===== src/wpm_pkg.sv =====
// Purpose: constants and types shared by the wake pin monitor
// Assumes: 10 MHz ref_clk, registers reached over Avalon-MM
// Notes: word addresses are byte offsets divided by four
//
// What this block does
// - both rising and falling wake pin transitions count as wake events
// - a new level must persist for the filter time, shorter pulses rejected
// - software switches the wake capability on or off through a register
// - in supply-off state every wake pin event is ignored
// - in normal, stop and flash modes the filtered pin level is readable
// - with enable set, a filtered transition in either direction leaves sleep
// - in fail-safe mode any filtered transition always requests restart
// - with enable set in active modes, each change sets its edge flag
// - rising and falling edge interrupts are masked independently
// - sleep entered with an edge flag still set wakes again at once
// - an event during the sleep command is not lost; wake follows
package wpm_pkg;
   localparam int unsigned CLK_HZ = 10_000_000;
   localparam int unsigned FILT_TIME_US = 10;
   localparam int unsigned FILT_CYC_INT = (FILT_TIME_US * CLK_HZ + 999_999) / 1_000_000;
   localparam int unsigned CNT_W = 8;
   localparam logic [CNT_W-1:0] FILT_CYC = CNT_W'(FILT_CYC_INT);
   localparam logic [1:0] ADDR_CTRL = 2'h0;
   localparam logic [1:0] ADDR_STAT = 2'h1;
   localparam logic [1:0] ADDR_MASK = 2'h2;
   localparam logic [1:0] ADDR_LEVEL = 2'h3;
   localparam int unsigned BIT_EN = 0;
   localparam int unsigned BIT_RISE = 0;
   localparam int unsigned BIT_FALL = 1;
   localparam logic CTRL_RST = 1'h0;
   localparam logic [1:0] MASK_RST = 2'h3;
   typedef enum logic [5:0] {
      WPM_MODE_OFF = 6'h01,
      WPM_MODE_NORMAL = 6'h02,
      WPM_MODE_STOP = 6'h04,
      WPM_MODE_FLASH = 6'h08,
      WPM_MODE_SLEEP = 6'h10,
      WPM_MODE_FAILSAFE = 6'h20
   } wpm_mode_t;
   typedef enum logic [1:0] {
      WPM_FS_IDLE = 2'h1,
      WPM_FS_COUNT = 2'h2
   } wpm_fstate_t;
   function automatic logic wpm_active(input wpm_mode_t m);
      return (m == WPM_MODE_NORMAL) || (m == WPM_MODE_STOP) || (m == WPM_MODE_FLASH);
   endfunction
endpackage


===== src/wpm_filt_if.sv =====
// Purpose: carries filter results from filter to monitor
// Assumes: single clock domain
// Notes: rise and fall are one-cycle pulses
`timescale 1ns/10ps
`default_nettype none
interface wpm_filt_if;
   logic level;
   logic rise;
   logic fall;
   modport filt (output level, output rise, output fall);
   modport mon (input level, input rise, input fall);
endinterface
`default_nettype wire


===== src/wpm_filter.sv =====
// Purpose: glitch filter for the wake pin
// Assumes: pin already synchronous to ref_clk
// Notes: edge pulse issued once the new level held the full filter time
`timescale 1ns/10ps
`default_nettype none
module wpm_filter (
   input wire logic ref_clk,
   input wire logic rst_n,
   input wire logic clk_en,
   input wire logic pin,
   wpm_filt_if.filt fo
);
   typedef struct packed {
      logic sync1;
      logic sync2;
      logic level;
      logic rise;
      logic fall;
      logic [wpm_pkg::CNT_W-1:0] cnt;
      wpm_pkg::wpm_fstate_t st;
   } wpm_filt_st_t;
   wpm_filt_st_t s;
   wpm_filt_st_t next_s;

   always_comb begin
      next_s = s;
      next_s.sync1 = pin;
      next_s.sync2 = s.sync1;
      next_s.rise = 1'b0;
      next_s.fall = 1'b0;
      case (s.st)
         wpm_pkg::WPM_FS_IDLE: begin
            next_s.cnt = '0;
            if (s.sync2 != s.level) begin
               next_s.st = wpm_pkg::WPM_FS_COUNT;
               next_s.cnt = 8'h01;
            end
         end
         wpm_pkg::WPM_FS_COUNT: begin
            if (s.sync2 == s.level) begin
               // bounce back restarts the filter
               next_s.st = wpm_pkg::WPM_FS_IDLE;
               next_s.cnt = '0;
            end else if (s.cnt >= wpm_pkg::FILT_CYC) begin
               next_s.level = s.sync2;
               next_s.rise = s.sync2;
               next_s.fall = ~s.sync2;
               next_s.st = wpm_pkg::WPM_FS_IDLE;
               next_s.cnt = '0;
            end else begin
               next_s.cnt = s.cnt + 8'h01;
            end
         end
         default: next_s.st = wpm_pkg::WPM_FS_IDLE;
      endcase
   end

   always_ff @(posedge ref_clk or negedge rst_n) begin
      if (!rst_n) begin
         s <= '{sync1: 1'b0, sync2: 1'b0, level: 1'b0, rise: 1'b0, fall: 1'b0,
                cnt: '0, st: wpm_pkg::WPM_FS_IDLE};
      end else if (clk_en) begin
         s <= next_s;
      end
   end

   assign fo.level = s.level;
   assign fo.rise = s.rise;
   assign fo.fall = s.fall;

   a_reject_short: assert property (@(posedge ref_clk) disable iff (!rst_n)
      (clk_en && s.st == wpm_pkg::WPM_FS_COUNT && s.sync2 == s.level) |=> !s.rise && !s.fall)
      else $error("short pulse passed the filter");
   a_edge_after_hold: assert property (@(posedge ref_clk) disable iff (!rst_n)
      $rose(s.rise) |-> s.level && $past(s.sync2) && $past(s.cnt) == wpm_pkg::FILT_CYC)
      else $error("edge without full hold");
   a_fall_level: assert property (@(posedge ref_clk) disable iff (!rst_n)
      s.fall |-> !s.level && $past(s.level))
      else $error("fall pulse without level drop");
   c_rise_seen: cover property (@(posedge ref_clk) disable iff (!rst_n) s.rise);
   c_fall_seen: cover property (@(posedge ref_clk) disable iff (!rst_n) s.fall);
endmodule
`default_nettype wire


===== src/wpm_top.sv =====
// Purpose: wake pin monitor with Avalon-MM register access
// Assumes: mode comes from the chip mode controller; pin synchronous
// Notes: one wait state on every access
//
// Decided for this implementation: the placing of the registers and the Avalon-MM interface to the registers.
`timescale 1ns/10ps
`default_nettype none
module wpm_top (
   input wire logic ref_clk,
   input wire logic rst_n,
   input wire logic clk_en,
   input wire logic wake_input_pin,
   input wire wpm_pkg::wpm_mode_t mode,
   input wire logic sleep_cmd,
   input wire logic [1:0] avs_address,
   input wire logic avs_read,
   input wire logic avs_write,
   input wire logic [31:0] avs_writedata,
   output logic [31:0] avs_readdata,
   output logic avs_waitrequest,
   output logic wake_from_sleep,
   output logic restart_req,
   output logic irq
);
   typedef struct packed {
      logic wake_pin_enable_bit;
      logic [1:0] flags;
      logic [1:0] mask;
      logic ack;
      logic [31:0] rdata;
      logic wake_pend;
      logic wake_from_sleep;
      logic restart_req;
   } wpm_top_st_t;
   wpm_top_st_t s;
   wpm_top_st_t next_s;
   wpm_filt_if fi ();
   logic [1:0] edge_ev;
   logic [1:0] clr;
   logic wr;
   logic rd;
   logic any_ev;

   wpm_filter u_filt (
      .ref_clk(ref_clk),
      .rst_n(rst_n),
      .clk_en(clk_en),
      .pin(wake_input_pin),
      .fo(fi)
   );

   // a write lands at the edge where the master sees waitrequest low
   assign wr = avs_write && s.ack;
   assign rd = avs_read && !s.ack;
   assign any_ev = (fi.rise || fi.fall) && (mode != wpm_pkg::WPM_MODE_OFF);
   assign edge_ev[wpm_pkg::BIT_RISE] = fi.rise;
   assign edge_ev[wpm_pkg::BIT_FALL] = fi.fall;
   assign clr = (wr && avs_address == wpm_pkg::ADDR_STAT) ? avs_writedata[1:0] : 2'h0;

   always_comb begin
      next_s = s;
      next_s.ack = (avs_read || avs_write) && !s.ack;
      next_s.wake_from_sleep = 1'b0;
      next_s.restart_req = 1'b0;
      if (wr && avs_address == wpm_pkg::ADDR_CTRL) begin
         next_s.wake_pin_enable_bit = avs_writedata[wpm_pkg::BIT_EN];
      end
      if (wr && avs_address == wpm_pkg::ADDR_MASK) begin
         next_s.mask = avs_writedata[1:0];
      end
      // set wins over a write-one clear in the same cycle
      next_s.flags = s.flags & ~clr;
      if (s.wake_pin_enable_bit && wpm_pkg::wpm_active(mode)) begin
         next_s.flags = next_s.flags | edge_ev;
      end
      // an event while the sleep command is applied is remembered
      if (sleep_cmd && any_ev && s.wake_pin_enable_bit) begin
         next_s.wake_pend = 1'b1;
      end
      if (mode == wpm_pkg::WPM_MODE_SLEEP) begin
         next_s.wake_pend = 1'b0;
         if ((any_ev && s.wake_pin_enable_bit) || s.wake_pend || (s.flags != 2'h0)) begin
            next_s.wake_from_sleep = 1'b1;
         end
      end
      if (mode == wpm_pkg::WPM_MODE_FAILSAFE && any_ev) begin
         next_s.restart_req = 1'b1;
      end
      if (rd) begin
         case (avs_address)
            wpm_pkg::ADDR_CTRL: next_s.rdata = {31'h0, s.wake_pin_enable_bit};
            wpm_pkg::ADDR_STAT: next_s.rdata = {30'h0, s.flags};
            wpm_pkg::ADDR_MASK: next_s.rdata = {30'h0, s.mask};
            wpm_pkg::ADDR_LEVEL:
               next_s.rdata = {31'h0, fi.level && wpm_pkg::wpm_active(mode)};
            default: next_s.rdata = 32'h0;
         endcase
      end
   end

   always_ff @(posedge ref_clk or negedge rst_n) begin
      if (!rst_n) begin
         s <= '{wake_pin_enable_bit: wpm_pkg::CTRL_RST, flags: 2'h0,
                mask: wpm_pkg::MASK_RST, ack: 1'b0, rdata: 32'h0, wake_pend: 1'b0,
                wake_from_sleep: 1'b0, restart_req: 1'b0};
      end else if (clk_en) begin
         s <= next_s;
      end
   end

   assign avs_waitrequest = (avs_read || avs_write) && !s.ack;
   assign avs_readdata = s.rdata;
   assign wake_from_sleep = s.wake_from_sleep;
   assign restart_req = s.restart_req;
   // mask bit 1 blocks the matching flag
   assign irq = |(s.flags & ~s.mask);

   a_flag_set: assert property (@(posedge ref_clk) disable iff (!rst_n)
      (clk_en && fi.rise && s.wake_pin_enable_bit && wpm_pkg::wpm_active(mode))
      |=> s.flags[wpm_pkg::BIT_RISE]) else $error("rise flag not set");
   a_fall_flag: assert property (@(posedge ref_clk) disable iff (!rst_n)
      (clk_en && fi.fall && s.wake_pin_enable_bit && wpm_pkg::wpm_active(mode))
      |=> s.flags[wpm_pkg::BIT_FALL]) else $error("fall flag not set");
   a_irq_masked: assert property (@(posedge ref_clk) disable iff (!rst_n)
      irq == ((s.flags[0] && !s.mask[0]) || (s.flags[1] && !s.mask[1])))
      else $error("irq does not follow flags and mask");
   a_off_ignored: assert property (@(posedge ref_clk) disable iff (!rst_n)
      (clk_en && mode == wpm_pkg::WPM_MODE_OFF && s.flags == 2'h0 && !s.wake_pend)
      |=> !restart_req && !wake_from_sleep) else $error("event in off state");
   a_failsafe_restart: assert property (@(posedge ref_clk) disable iff (!rst_n)
      (clk_en && mode == wpm_pkg::WPM_MODE_FAILSAFE && (fi.rise || fi.fall))
      |=> restart_req) else $error("no restart from fail-safe");
   a_sleep_flags: assert property (@(posedge ref_clk) disable iff (!rst_n)
      (clk_en && mode == wpm_pkg::WPM_MODE_SLEEP && s.flags != 2'h0)
      |=> wake_from_sleep) else $error("sleep with flags did not wake");
   a_sleep_wake: assert property (@(posedge ref_clk) disable iff (!rst_n)
      (clk_en && mode == wpm_pkg::WPM_MODE_SLEEP && s.wake_pin_enable_bit && fi.rise)
      |=> wake_from_sleep) else $error("no wake from sleep");
   a_pend_kept: assert property (@(posedge ref_clk) disable iff (!rst_n)
      (clk_en && s.wake_pend && mode == wpm_pkg::WPM_MODE_SLEEP)
      |=> wake_from_sleep) else $error("pending wake lost");
   a_enable_write: assert property (@(posedge ref_clk) disable iff (!rst_n)
      (clk_en && wr && avs_address == wpm_pkg::ADDR_CTRL)
      |=> s.wake_pin_enable_bit == $past(avs_writedata[0])) else $error("enable not written");
   a_level_read: assert property (@(posedge ref_clk) disable iff (!rst_n)
      (clk_en && rd && avs_address == wpm_pkg::ADDR_LEVEL && wpm_pkg::wpm_active(mode))
      |=> avs_readdata[0] == $past(fi.level)) else $error("level read wrong");
   c_irq_raised: cover property (@(posedge ref_clk) disable iff (!rst_n) $rose(irq));
   c_sleep_wake: cover property (@(posedge ref_clk) disable iff (!rst_n) wake_from_sleep);
   c_restart: cover property (@(posedge ref_clk) disable iff (!rst_n) restart_req);
endmodule
`default_nettype wire


===== config.mk =====
export PLATFORM = sky130hd
export DESIGN_NAME = wpm_top
export DESIGN_NICKNAME = d
export VERILOG_FILES = /design/src/wpm_pkg.sv /design/src/wpm_filt_if.sv /design/src/wpm_filter.sv /design/src/wpm_top.sv
export SDC_FILE = /design/constraint.sdc
export NUM_CORES = 1
export LEC_CHECK = 0
export BUFFER_PORTS_ARGS = -buffer_cell sky130_fd_sc_hd__buf_2
export CAP_MARGIN = 20
export CORE_MARGIN = 2
export CORE_UTILIZATION = 45
export DETAILED_ROUTE_END_ITERATION = 8
export PLACE_DENSITY = 0.79
export SYNTH_ARGS = -nofsm -noshare
export SYNTH_HDL_FRONTEND = slang
export SYNTH_SLANG_ARGS = --single-unit

===== constraint.sdc =====
create_clock -name ref_clk -period 2.05 [get_ports ref_clk]
set_input_delay 0.41 -clock ref_clk [delete_from_list [all_inputs] [get_ports ref_clk]]
set_output_delay 0.41 -clock ref_clk [all_outputs]
set_load 0.005 [all_outputs]

==> impl_metrics.yaml <==
clocking:
  clockBufferDepth: 2
  numCtsBuffers: 3
  postCtsHoldBufs: 0
  post_cts_buffers: 0
  clk_pin_slew_ns: 0.15
  clk_latency_ns: 0.33
  cts_root_buf: "clkbuf_4"
  cts-htree-levels: 1
  cts.sink_count: 26
  postCtsResizedCells: 0
  cts_tree: "yes"
setup_path:
  cp-end-kind: "flop"
  crit_type: "flop to flop"
  crit_fanout: 4
  worstPathArrival_ns: 1.99
  crit_required_ns: 2.28
  cp-start-kind: "flop"
  r2r_setup_slack_ns: 0.28
logic_synthesis:
  synth_area_sq_um: 1632
  synth_cell_types: 42
  yosysWarnings: 0
  async_reset_ff_share_pct: 100.0
  synth_area_per_cell_sq_um: 9.431
  synth_cells: 173
  synth_top_area_share_pct: 35.28
  ys_seq_elements: 26
  netlist_top_cells_area: "dfrtp_1 35%, buf_4 15%, dfstp_2 4.8%"
  seq_area_frac_synth_pct: 40.11
  yosysTopAreaCell: "dfrtp_1"
  synth_edf_count: 0
  synth_ff_type: "dfrtp_1"
die:
  chipWidth_microns: 64.22
  die_h_microns: 64.22
  io_pins: 83
  rows: 21
  core_area_sq_um: 3416
  start_util_pct: 47.77
  dieArea_sq_um: 4124
layout:
  fin_nets: 245
  final_area_sq_um: 1707
  fillers: 329
  diodes: 0
  syn2layout_area_growth_pct: 4.601
  drive_gt1_share_pct: 20.21
  final_cells: 239
power:
  p_leak_nw: 0.8151
  p_seq_share_pct: 47.3
  switching_share_pct: 31.64
  p_int_mw: 1.016
  comb_power_share_pct: 28.8
  clock_power_share_pct: 23.9
  peakVddDrop_mv: 0.7441
  p_per_area_nw_per_um2: 871.1
  switching_power_mw: 0.4704
grt:
  grt_overflow: 0
  grt_pass1_wl_microns: 4353
  first_global_vias: 1034
  grt_max_degree: 27
  grt_util_all_layers_pct: 13.23
  grt_antenna_before_repair: 0
timing:
  slew_headroom_pct: 62.67
  finalCriticalPeriod_ns: 1.765
  worst_slack_ns: 0.2850
  finalHoldViolCount: 0
  whs_ns: 0.04660
  max_freq_mhz: 566.6
  fin_crit_sh_pct: 86.10
  rsz0062_at_grt: "no"
  tightest_slew_ns: 0.5600
  setup_viol: 0
  report.final.slew_viol_count: 0
  fin_skew_ns: 0.008200
  setup_tns_ns: 0
placement:
  dp_cells: 235
  io_buffers: 22
  routabilityCongestion: 0.8383
  place_area_sq_um: 1654
  dpl_worst_slack_ns: 0.2814
  dp_hpwl_microns: 2030
route:
  drtIter0Drc: 60
  route.detailed.drc: 0
  vias_per_cell: 4.862
  routed_wl_microns: 2775
  drt_first_pass_iters: 4
  routedWlPerCell_microns: 11.61
  vias: 1162
  ant_nets: 0
flow_run:
  drv_cap: 0
status:
  status: "completed"
min_path:
  hp-class: "input port to async pin"
[per-stage QoR]
stage          power (mW)  util [%]
2_1_floorplan       1.072         -
3_3_place_gp        1.118     48.42
3_5_place_dp        1.130     48.42
4_1_cts             1.501     49.96
5_1_grt             1.590     49.96
6_report            1.487     49.96
[worst max-delay path: stages, from the launching register on]
cell,delay (ns)
dfstp_2,0.56
inv_1,0.07
ha_1,0.30
nand2b_1,0.22
nor4_2,0.31
xnor2_1,0.15
nor2_1,0.06
[power groups by stage]
stage / Sequential, mW / Clock [mW] / Combinational (mW)
3_5_place_dp: 0.711 / 0 / 0.419
3_3_place_gp: 0.705 / 0 / 0.414
6_report: 0.703 / 0.355 / 0.428
4_1_cts: 0.701 / 0.369 / 0.431
5_1_grt: 0.716 / 0.388 / 0.486
2_1_floorplan: 0.692 / 0 / 0.380
[state kept, by name (all words and copies together) (netlist names)]
register / flops
u_filt.s: 11
s: 7
wake_from_sleep: 1
u_filt.fo.fall: 1
u_filt.next_s: 1
avs_readdata: 2
u_filt.fo.level: 1
restart_req: 1
u_filt.fo.rise: 1
[final cells by class]
type | instances | area, sq um | area share, %
Multi-Input combinational cell | 126 | 772.0 | 45.23
Tap cell | 46 | 57.56 | 3.372
Clock buffer | 3 | 22.52 | 1.320
Sequential cell | 26 | 654.4 | 38.34
Inverter | 14 | 52.55 | 3.079
Timing Repair Buffer | 23 | 117.6 | 6.891
Clock inverter | 1 | 30.03 | 1.760
[path summary, 6_finish.rpt]
path	to	cells past startpoint	from
setup / recovery	u_filt.s[7]	6	u_filt.s[0]
hold / removal	avs_readdata[1]	1	rst_n
setup reg to reg	u_filt.s[7]	6	u_filt.s[0]
hold reg to reg	u_filt.s[13]	2	u_filt.next_s[13]
max in group asynchronous	u_filt.s[0]	1	rst_n
min in group ref_clk	u_filt.next_s[13]	2	wake_input_pin
[per-layer routing]
layer  share of wire, %  vias up  track usage, %
met3                7.0        2           4.049
met5                  0        -               0
li1                   -      575               -
met1                 42      539           15.44
met4               0.58        0           2.926
met2                 50       46           23.70
[cells in the mapped netlist, types with 2 or more instances]
cell type  number
xor2_1          3
dfstp_2         3
mux2_2          5
a31oi_1         5
a22o_1          4
nor2b_1         3
o32ai_1         2
ha_1            4
nand3_1         4
nand2b_1        3
inv_1          14
nand2_1        12
dfrtp_1        23
buf_4          33
o21ai_0         5
nor2_1         11
nand3b_1        2
o22ai_1         4
mux2i_1         2
nor3_1          6
a31o_1          3
o211ai_1        2
[placed cells by master, fill, tap and decap left out, types with 4 or more instances in the layout]
| cell | n |
|---|---|
| nor2_1 | 11 |
| nand3_1 | 4 |
| nor3_1 | 6 |
| nand2_1 | 12 |
| mux2_2 | 5 |
| ha_1 | 4 |
| o22ai_1 | 4 |
| conb_1 | 30 |
| o21ai_0 | 5 |
| dfrtp_1 | 23 |
| a31oi_1 | 5 |
| a22o_1 | 4 |
| inv_1 | 14 |
| buf_2 | 22 |
[logic make-up (layout without fill, tap and decap cells)]
| logic type | after synthesis | count (layout) | share of synthesized area (%) |
|---|---|---|---|
| AO/OA/AOI/OAI | 32 | 32 | 14.95 |
| XOR/XNOR | 4 | 4 | 2.148 |
| adder cells (fa/ha/maj) | 4 | 4 | 3.068 |
| buffers and inverters | 50 | 41 | 19.25 |
| flip-flops | 26 | 26 | 40.11 |
| multiplexers | 7 | 7 | 4.678 |
| other | 1 | 30 | 0.2298 |
| AND/OR/NAND/NOR | 49 | 49 | 15.57 |
No activity file was read; power rests on OpenSTA's default activity.
